$ cat config.mk
export PLATFORM = sky130hd
export DESIGN_NAME = lvds_pattern_hpf_ch9_12_regs
export DESIGN_NICKNAME = d
export VERILOG_FILES = /design/src/hdl/hpf_pattern_pkg.sv /design/src/hdl/hpf_stage.sv /design/src/hdl/lvds_pattern_hpf_ch9_12_regs.sv
export SDC_FILE = /design/constraint.sdc
export NUM_CORES = 2
export LEC_CHECK = 0
export BUFFER_PORTS_ARGS = -buffer_cell sky130_fd_sc_hd__buf_2
export CAP_MARGIN = 20
export CELL_PAD_IN_SITES_DETAIL_PLACEMENT = 1
export CELL_PAD_IN_SITES_GLOBAL_PLACEMENT = 1
export CORE_AREA = 4 4 316 318
export CTS_CLUSTER_DIAMETER = 60
export CTS_CLUSTER_SIZE = 24
export DETAILED_ROUTE_END_ITERATION = 8
export DIE_AREA = 0 0 320 322
export PLACE_DENSITY_LB_ADDON = 0.1
export SYNTH_ARGS = -nofsm -noshare
export SYNTH_HDL_FRONTEND = slang
export SYNTH_HIERARCHICAL = 1
export SYNTH_SLANG_ARGS = --single-unit
$ cat constraint.sdc
create_clock -name SYS_CLK -period 12.7 [get_ports SYS_CLK]
set_input_delay 2.54 -clock SYS_CLK [delete_from_list [all_inputs] [get_ports SYS_CLK]]
set_output_delay 2.54 -clock SYS_CLK [all_outputs]
set_load 0.02 [all_outputs]
$ cat src/hdl/hpf_pattern_pkg.sv
// constants shared by the pattern and high-pass register block
package hpf_pattern_pkg;
   // ==========================================================
   // register indices, byte address is four times the index
   localparam logic [9:0]  IDX_PAT_HPF   = 10'h02D;
   localparam logic [9:0]  IDX_PAT_OUT   = 10'h02F;
   localparam logic [9:0]  IDX_CTRL      = 10'h03E;
   localparam logic [9:0]  IDX_STATUS    = 10'h03F;
   // ==========================================================
   // field positions
   localparam int unsigned PRNG9_BIT     = 15;
   localparam int unsigned CODE9_LSB     = 9;
   localparam int unsigned CODE10_LSB    = 6;
   localparam int unsigned CODE11_LSB    = 5;
   localparam int unsigned CODE12_LSB    = 2;
   localparam int unsigned K_LSB         = 1;
   localparam int unsigned HPF_ON_BIT    = 0;
   localparam int unsigned SEL_BIT       = 0;
   localparam int unsigned COUNT_LSB     = 16;
   // writable bits; reserved bits are dropped and read as zero
   localparam logic [15:0] MASK_PAT_HPF  = 16'hFFDF;
   localparam logic [15:0] MASK_PAT_OUT  = 16'h00FC;
   // ==========================================================
   // reset values
   localparam logic [15:0] RST_PAT_HPF   = 16'h0000;
   localparam logic [15:0] RST_PAT_OUT   = 16'h0000;
   localparam logic        RST_SEL       = 1'b0;
   localparam logic [14:0] PRBS_SEED     = 15'h7FFF;
   // ==========================================================
   // data path widths
   localparam int unsigned SAMPLE_W      = 14;
   localparam int unsigned FRAC_W        = 6;
   localparam int unsigned ACC_W         = 24;
   // ==========================================================
   // pattern codes
   localparam logic [2:0]  PAT_NORMAL    = 3'h0;
   localparam logic [2:0]  PAT_ZEROS     = 3'h1;
   localparam logic [2:0]  PAT_ONES      = 3'h2;
   localparam logic [2:0]  PAT_TOGGLE    = 3'h3;
   localparam logic [2:0]  PAT_RAMP      = 3'h4;
   localparam logic [13:0] TOGGLE_A      = 14'h2AAA;
   localparam logic [13:0] TOGGLE_B      = 14'h1555;
endpackage : hpf_pattern_pkg

$ cat src/hdl/hpf_stage.sv
// first-order digital high-pass filter for one channel
`timescale 1ns/10ps
module hpf_stage (
   input  wire logic               clk,
   input  wire logic               reset_n,
   input  wire logic               on,
   input  wire logic [3:0]         k,
   input  wire logic               in_valid,
   input  wire logic signed [13:0] x,
   output      logic               y_valid,
   output      logic signed [13:0] y
);
   localparam int unsigned F = hpf_pattern_pkg::FRAC_W;
   localparam int unsigned W = hpf_pattern_pkg::ACC_W;

   logic signed [W-1:0] x1;
   logic signed [W-1:0] y1;
   wire  signed [W-1:0] x_ext = W'(x) <<< F;
   // ==========================================================
   // 2^k/(2^k+1) = 1 - 2^-k + 2^-2k - 2^-3k ... four terms
   // trade-off: no divider, error below 2^-4k of the sum
   wire  signed [W-1:0] sum   = x_ext - x1 + y1;
   wire         [5:0]   sh1   = {2'b00, k};
   wire         [5:0]   sh2   = {1'b0, k, 1'b0};
   wire         [5:0]   sh3   = sh1 + sh2;
   wire  signed [W-1:0] next_y = sum - (sum >>> sh1) + (sum >>> sh2)
                                 - (sum >>> sh3);

   always_ff @(posedge clk) begin
      if (!reset_n) begin
         x1      <= '0;
         y1      <= '0;
         y       <= '0;
         y_valid <= 1'b0;
      end else begin
         y_valid <= in_valid;
         if (in_valid && on) begin
            x1 <= x_ext;
            y1 <= next_y;
            y  <= next_y[F +: 14];
         end else if (in_valid) begin
            // bypass clears the output history; the input one runs on
            x1 <= x_ext;
            y1 <= '0;
            y  <= x;
         end
      end
   end
endmodule : hpf_stage

$ cat src/hdl/lvds_pattern_hpf_ch9_12_regs.sv
// register bank, test patterns and high-pass filters, lines 9 to 12
//
// The AHB-Lite register port is this design's own decision.
`timescale 1ns/10ps
// Summary of operation
// - with selection on, bits 15..12 put pseudo-random data on lines 9..12
// - with selection on, bits 11..9 and 8..6 code patterns on lines 9, 10
// - second register bits 7..5 and 4..2 code patterns on lines 11, 12
// - bit 0 turns the group's high-pass filter on; zero bypasses it
// - bits 4..1 give the filter parameter k for all four channels
// - y(n) = 2^k/(2^k+1)(x(n)-x(n-1)+y(n-1)), history kept per channel
module lvds_pattern_hpf_ch9_12_regs (
   input  wire logic        SYS_CLK,
   input  wire logic        RESET_N,
   input  wire logic        HSEL,
   input  wire logic [31:0] HADDR,
   input  wire logic [1:0]  HTRANS,
   input  wire logic        HWRITE,
   input  wire logic [2:0]  HSIZE,
   input  wire logic [31:0] HWDATA,
   input  wire logic        HREADY,
   output      logic [31:0] HRDATA,
   output      logic        HREADYOUT,
   output      logic        HRESP,
   input  wire logic        SAMPLE_VALID,
   input  wire logic [13:0] SAMPLE_CH9,
   input  wire logic [13:0] SAMPLE_CH10,
   input  wire logic [13:0] SAMPLE_CH11,
   input  wire logic [13:0] SAMPLE_CH12,
   output      logic        LINE_VALID,
   output      logic [13:0] LINE_OUT9,
   output      logic [13:0] LINE_OUT10,
   output      logic [13:0] LINE_OUT11,
   output      logic [13:0] LINE_OUT12
);
   // ==========================================================
   // decode helpers
   function automatic logic [2:0] pattern_code(
      input int unsigned ch,
      input logic [15:0] hpf_reg,
      input logic [15:0] out_reg);
      logic [2:0] code;
      code = '0;
      case (ch)
         0:       code = hpf_reg[hpf_pattern_pkg::CODE9_LSB +: 3];
         1:       code = hpf_reg[hpf_pattern_pkg::CODE10_LSB +: 3];
         2:       code = out_reg[hpf_pattern_pkg::CODE11_LSB +: 3];
         default: code = out_reg[hpf_pattern_pkg::CODE12_LSB +: 3];
      endcase
      return code;
   endfunction : pattern_code

   function automatic logic [13:0] pattern_value(
      input logic [2:0]  code,
      input logic [13:0] data,
      input logic [13:0] ramp);
      logic [13:0] v;
      v = data;
      case (code)
         hpf_pattern_pkg::PAT_ZEROS:  v = '0;
         hpf_pattern_pkg::PAT_ONES:   v = '1;
         hpf_pattern_pkg::PAT_TOGGLE: v = ramp[0] ? hpf_pattern_pkg::TOGGLE_B
                                                  : hpf_pattern_pkg::TOGGLE_A;
         hpf_pattern_pkg::PAT_RAMP:   v = ramp;
         default:                     v = data;
      endcase
      return v;
   endfunction : pattern_value

   // ==========================================================
   // bus slave, zero wait states, always OKAY
   logic        wr_pend;
   logic [9:0]  wr_idx;
   logic [15:0] pat_hpf;
   logic [15:0] pat_out;
   logic        sel;
   logic [15:0] line_count;

   wire         take     = HSEL & HREADY & HTRANS[1];
   wire  [9:0]  addr_idx = HADDR[11:2];
   wire         wr_hpf   = wr_pend && (wr_idx == hpf_pattern_pkg::IDX_PAT_HPF);
   wire         wr_out   = wr_pend && (wr_idx == hpf_pattern_pkg::IDX_PAT_OUT);
   wire         wr_ctl   = wr_pend && (wr_idx == hpf_pattern_pkg::IDX_CTRL);
   // reserved bits are not stored, so a stray one never reaches logic
   wire  [15:0] next_pat_hpf = wr_hpf
                ? (HWDATA[15:0] & hpf_pattern_pkg::MASK_PAT_HPF) : pat_hpf;
   wire  [15:0] next_pat_out = wr_out
                ? (HWDATA[15:0] & hpf_pattern_pkg::MASK_PAT_OUT) : pat_out;
   wire         next_sel     = wr_ctl
                ? HWDATA[hpf_pattern_pkg::SEL_BIT] : sel;
   wire         hpf_on   = pat_hpf[hpf_pattern_pkg::HPF_ON_BIT];
   wire  [3:0]  hpf_k    = pat_hpf[hpf_pattern_pkg::K_LSB +: 4];

   // read data of the three writable registers use the next values so a read right after a write sees it
   logic [31:0] next_rdata;
   always_comb begin
      next_rdata = '0;
      case (addr_idx)
         hpf_pattern_pkg::IDX_PAT_HPF: next_rdata = {16'h0000, next_pat_hpf};
         hpf_pattern_pkg::IDX_PAT_OUT: next_rdata = {16'h0000, next_pat_out};
         hpf_pattern_pkg::IDX_CTRL:    next_rdata = {31'h0000_0000, next_sel};
         hpf_pattern_pkg::IDX_STATUS:  next_rdata = {line_count, 14'h0000,
                                                     sel, hpf_on};
         default:                      next_rdata = '0;
      endcase
      if (!(take && !HWRITE))
         next_rdata = '0;
   end

   always_ff @(posedge SYS_CLK) begin
      if (!RESET_N) begin
         wr_pend   <= 1'b0;
         wr_idx    <= '0;
         HRDATA    <= '0;
         HREADYOUT <= 1'b1;
         HRESP     <= 1'b0;
      end else begin
         wr_pend   <= take && HWRITE;
         wr_idx    <= addr_idx;
         HRDATA    <= next_rdata;
         HREADYOUT <= 1'b1;
         HRESP     <= 1'b0;
      end
   end

   always_ff @(posedge SYS_CLK) begin
      if (!RESET_N) begin
         pat_hpf <= hpf_pattern_pkg::RST_PAT_HPF;
         pat_out <= hpf_pattern_pkg::RST_PAT_OUT;
         sel     <= hpf_pattern_pkg::RST_SEL;
      end else begin
         pat_hpf <= next_pat_hpf;
         pat_out <= next_pat_out;
         sel     <= next_sel;
      end
   end

   // ==========================================================
   // per-channel filter, pseudo-random source and line selection
   logic [13:0] sample [4];
   logic [13:0] line   [4];
   logic [13:0] filt   [4];
   logic [14:0] prbs   [4];
   logic [3:0]  filt_valid;
   logic [13:0] ramp;

   assign sample[0] = SAMPLE_CH9;
   assign sample[1] = SAMPLE_CH10;
   assign sample[2] = SAMPLE_CH11;
   assign sample[3] = SAMPLE_CH12;

   genvar ch;
   generate
      for (ch = 0; ch < 4; ch++) begin : g_line
         logic [13:0] y;
         wire         prng_on = pat_hpf[hpf_pattern_pkg::PRNG9_BIT - ch];
         wire  [2:0]  code    = pattern_code(ch, pat_hpf, pat_out);
         wire  [13:0] picked  = !sel    ? filt[ch]
                              : prng_on ? prbs[ch][13:0]
                              : pattern_value(code, filt[ch], ramp);
         assign filt[ch] = y;

         hpf_stage u_hpf (
            .clk      (SYS_CLK),
            .reset_n  (RESET_N),
            .on       (hpf_on),
            .k        (hpf_k),
            .in_valid (SAMPLE_VALID),
            .x        (sample[ch]),
            .y_valid  (filt_valid[ch]),
            .y        (y)
         );

         // seeds differ per line so the four streams do not match
         always_ff @(posedge SYS_CLK) begin
            if (!RESET_N) begin
               prbs[ch] <= hpf_pattern_pkg::PRBS_SEED ^ 15'(ch);
               line[ch] <= '0;
            end else if (filt_valid[ch]) begin
               prbs[ch] <= {prbs[ch][13:0], prbs[ch][14] ^ prbs[ch][13]};
               line[ch] <= picked;
            end
         end
      end
   endgenerate

   always_ff @(posedge SYS_CLK) begin
      if (!RESET_N) begin
         ramp       <= '0;
         line_count <= '0;
         LINE_VALID <= 1'b0;
      end else begin
         LINE_VALID <= filt_valid[0];
         if (filt_valid[0])
            ramp <= ramp + 14'h0001;
         if (filt_valid[0])
            line_count <= line_count + 16'h0001;
      end
   end

   assign LINE_OUT9  = line[0];
   assign LINE_OUT10 = line[1];
   assign LINE_OUT11 = line[2];
   assign LINE_OUT12 = line[3];
endmodule : lvds_pattern_hpf_ch9_12_regs

==> summary.txt <==
clock network power share = 10.6%
Root Driver = clkbuf_16
final hold violation count = 0
post-route DRC violation count = 0
cell area after synthesis = 0.0473 mm2
Fmax achieved = 92.7 MHz
H-tree depth = 2
stages on the worst setup path = 31
Worst path top cell family by delay = compound AO/OA/AOI/OAI gates
final wirelength = 169,000 um
Buffers on Ports = 177
initial DRC count = 3,883
Worst R2R End = g_line[1].u_hpf/y1[20]
clock sink total = 435
Register-to-Register Setup Slack = 3.74 ns
Slew HR = 20.9%
register area = 0.00989 mm2
slowest stage cell, crit path = o311ai_1
combinational cell fraction of total power = 76.8%
number of synthesized flops with an enable pin = 116
# Max-Cap Violations = 0
Switch Pwr = 6.41 mW
CP Launch Type = input port
TritonCTS buffer count = 36
WS Path Type = in2reg
Pleak = 21.8 nW
count of cells resized by post-cts repair = 0
CP Capture Type = register
Core ar. = 0.0966 mm2
period utilisation layout = 84.9%
worst setup path end = g_line[1].u_hpf/y1[20]
max incr delay on CP = 0.68 ns
Tot GR Track Use = 31.7%
worst reg2reg startpoint = g_line[1].u_hpf/y1[9]
arrival time worst endpoint = 11.22 ns
TritonCTS clock tree = built
Power Density = 236 mW/mm2
Hold Crit Class = reg2reg
sequential share of the synthesized area = 20.9%
Die W = 320 um
DP Wirelength = 132,000 um
GPL Wtd Cong = 0.930
Worst Setup SP = SAMPLE_CH10[2]
largest net degree at the start of global routing = 106
design area = 0.0503 mm2
met1 WL = 78,100 um
Int Power = 5.45 mW
Die Area = 0.103 mm2
most common cell after layout, fill and taps aside = inv_1
CTS Hold Bufs = 0
initial core utilization = 48.9%
Setup violations, final = 0
vias in the first global route = 44,300
most frequent cells in the layout = inv_1 (634), nand2_1 (551), a21oi_1 (437)
Clock transition at path regs = 0.08 ns
Max VDD drop = 187 uV
met3 wire length = 10,300 um
Die Ht = 322 um
Core Rows = 114
Critical Path Fanout Max = 7
min Tclk post-route = 10.79 ns
ratio of cells with drive above 1 in the final layout = 9.82%
Tightest Pin Transition = 1.19 ns
setup bufs post-CTS = 0
antenna violations before repair = 12
FF+latch count, synth = 435
Setup TNS Final = 0 ns
asr flop ratio synth = 0%
status = complete, no violations
via density per instance = 6.22
top sig layer = met5
DP Area = 0.0490 mm2
Flop pwr share = 12.6%
Most used DFF post-synth = dfxtp_1
Max clock buf depth = 3
WP buf/inv = 5
vias = 44,400
clock latency on the worst-skew pair = 0.59 ns
first-pass GRT wire length = 262,000 um
I/O pins = 222
Avg WL per Cell = 23.7 um
drt pass-1 iters = 5
Fin Clk Skew = 0.0294 ns
Hold WS = 0.448 ns
P&R area growth vs syn = 6.38%
met2 wire length = 75,900 um
HP Start = g_line[2].u_hpf/y1[17]
unrepaired setup endpoints after global routing = false
grt ovf = 0
FF-to-FF path depth = 30
Post-Syn Instances = 5,887
fin. max-slew vios = 0
number of routed nets with antenna violations = 0
count of cell types in the netlist = 123
final-layout fill cell count = 11,800
Final nets = 6,428
syn nets = 6,484
Crit path required time = 13.13 ns
Sw Share = 54.0%
synthesized area per cell = 8.03 um2
Warnings, synthesis = 6
multi-input logic area = 0.0336 mm2
registers in the layout, indices dropped and copies added (netlist names):
| register | count |
|---|---|
| pat_hpf | 16 |
| line | 56 |
| line_count | 16 |
| wr_pend | 1 |
| g_line.u_hpf/x1 | 56 |
| g_line.u_hpf/y1 | 96 |
| g_line.u_hpf/y_valid | 4 |
| wr_idx | 10 |
| ramp | 14 |
| sel | 1 |
| pat_out | 16 |
| HRDATA | 32 |
| LINE_VALID | 1 |
| g_line.u_hpf/y | 56 |
| prbs | 60 |
layer usage:
| metal | track usage, % | vias up |
|---|---|---|
| met5 | 0 | - |
| met4 | 8.48 | 2 |
| met3 | 3.61 | 220 |
| met2 | 50.7 | 1425 |
| met1 | 45.8 | 22300 |
| li1 | - | 20500 |
cells by family (layout without fill, tap and decap cells):
| kind of cell | count (synthesis) | after routing | synth area share [%] |
|---|---|---|---|
| buf+inv | 990 | 961 | 7.99 |
| other cells | 2 | 6 | 0.0159 |
| fa+ha+maj | 466 | 466 | 16.3 |
| simple gates | 1713 | 1713 | 17.5 |
| compound gates | 1681 | 1681 | 23.3 |
| mux | 412 | 412 | 10.4 |
| xor+xnor | 188 | 188 | 3.53 |
| flops | 435 | 435 | 20.9 |
tightest hold or removal path, delay by kind of cell, from the launching register on:
kind	cells	cell delay [ns]
DFF	1	0.31
and+or+nand+nor	2	0.09
power by group through the flow:
stage	registers (mW)	clock network (mW)	logic, mW
5_1_grt	1.50	1.33	9.94
2_1_floorplan	1.52	0	6.27
6_report	1.49	1.26	9.11
3_5_place_dp	1.53	0	8.87
4_1_cts	1.49	1.28	8.92
3_3_place_gp	1.52	0	8.67
area by class of cell:
class | instances | area share (%)
Clock buffer | 40 | 1.95
Multi-Input combinational cell | 4462 | 66.9
Tap cell | 1276 | 3.18
Timing Repair Buffer | 243 | 2.80
Sequential cell | 435 | 19.7
Inverter | 653 | 4.88
Clock inverter | 25 | 0.645
Antenna cell | 4 | 0.0199
worst min-delay path by stage:
stage,to,slack (ns),cells past startpoint
6_report,g_line[2].u_hpf/y1[17],0.45,2
4_1_cts,g_line[2].u_hpf/y1[17],0.45,2
3_5_place_dp,g_line[2].u_hpf/y1[17],0.44,2
5_1_grt,g_line[3].u_hpf/y1[13],0.47,1
3_3_place_gp,pat_hpf[5],0.43,2
2_1_floorplan,pat_hpf[5],0.42,2
cell usage after synthesis (53+ instances only):
cell type	n	area, um2
fa_1	252	5040
a31oi_1	62	388
inv_1	634	2380
and3_1	54	338
mux2_2	66	743
clkbuf_1	266	998
mux2i_1	287	2870
a211oi_1	79	593
nor2_1	434	1630
nand2_1	551	2070
edfxtp_1	116	3480
ha_1	214	2680
mux4_2	57	1280
xnor2_1	108	946
o21a_1	61	458
o21ai_0	383	1920
nor3_1	83	415
a21oi_1	437	2190
a21o_1	95	713
dfxtp_1	319	6390
nand2b_1	67	419
and2_1	118	738
nand3_1	78	390
o21ai_1	54	270
nand4_1	53	332
xor2_1	77	674
nor2b_1	131	820
per-stage QoR:
step                      cells  worst slack (ns)  util [%]  power [mW]
final                      7138              1.91      52.1        11.9
after global routing       7135              1.43      52.1        12.8
after CTS                  7133              1.98      52.0        11.7
after detailed placement   7068              1.45      50.7        10.4
after global placement     7068              1.65      50.7        10.2
after floorplan            5887              3.16         -        7.79
Power figures use the tool's default switching activity.
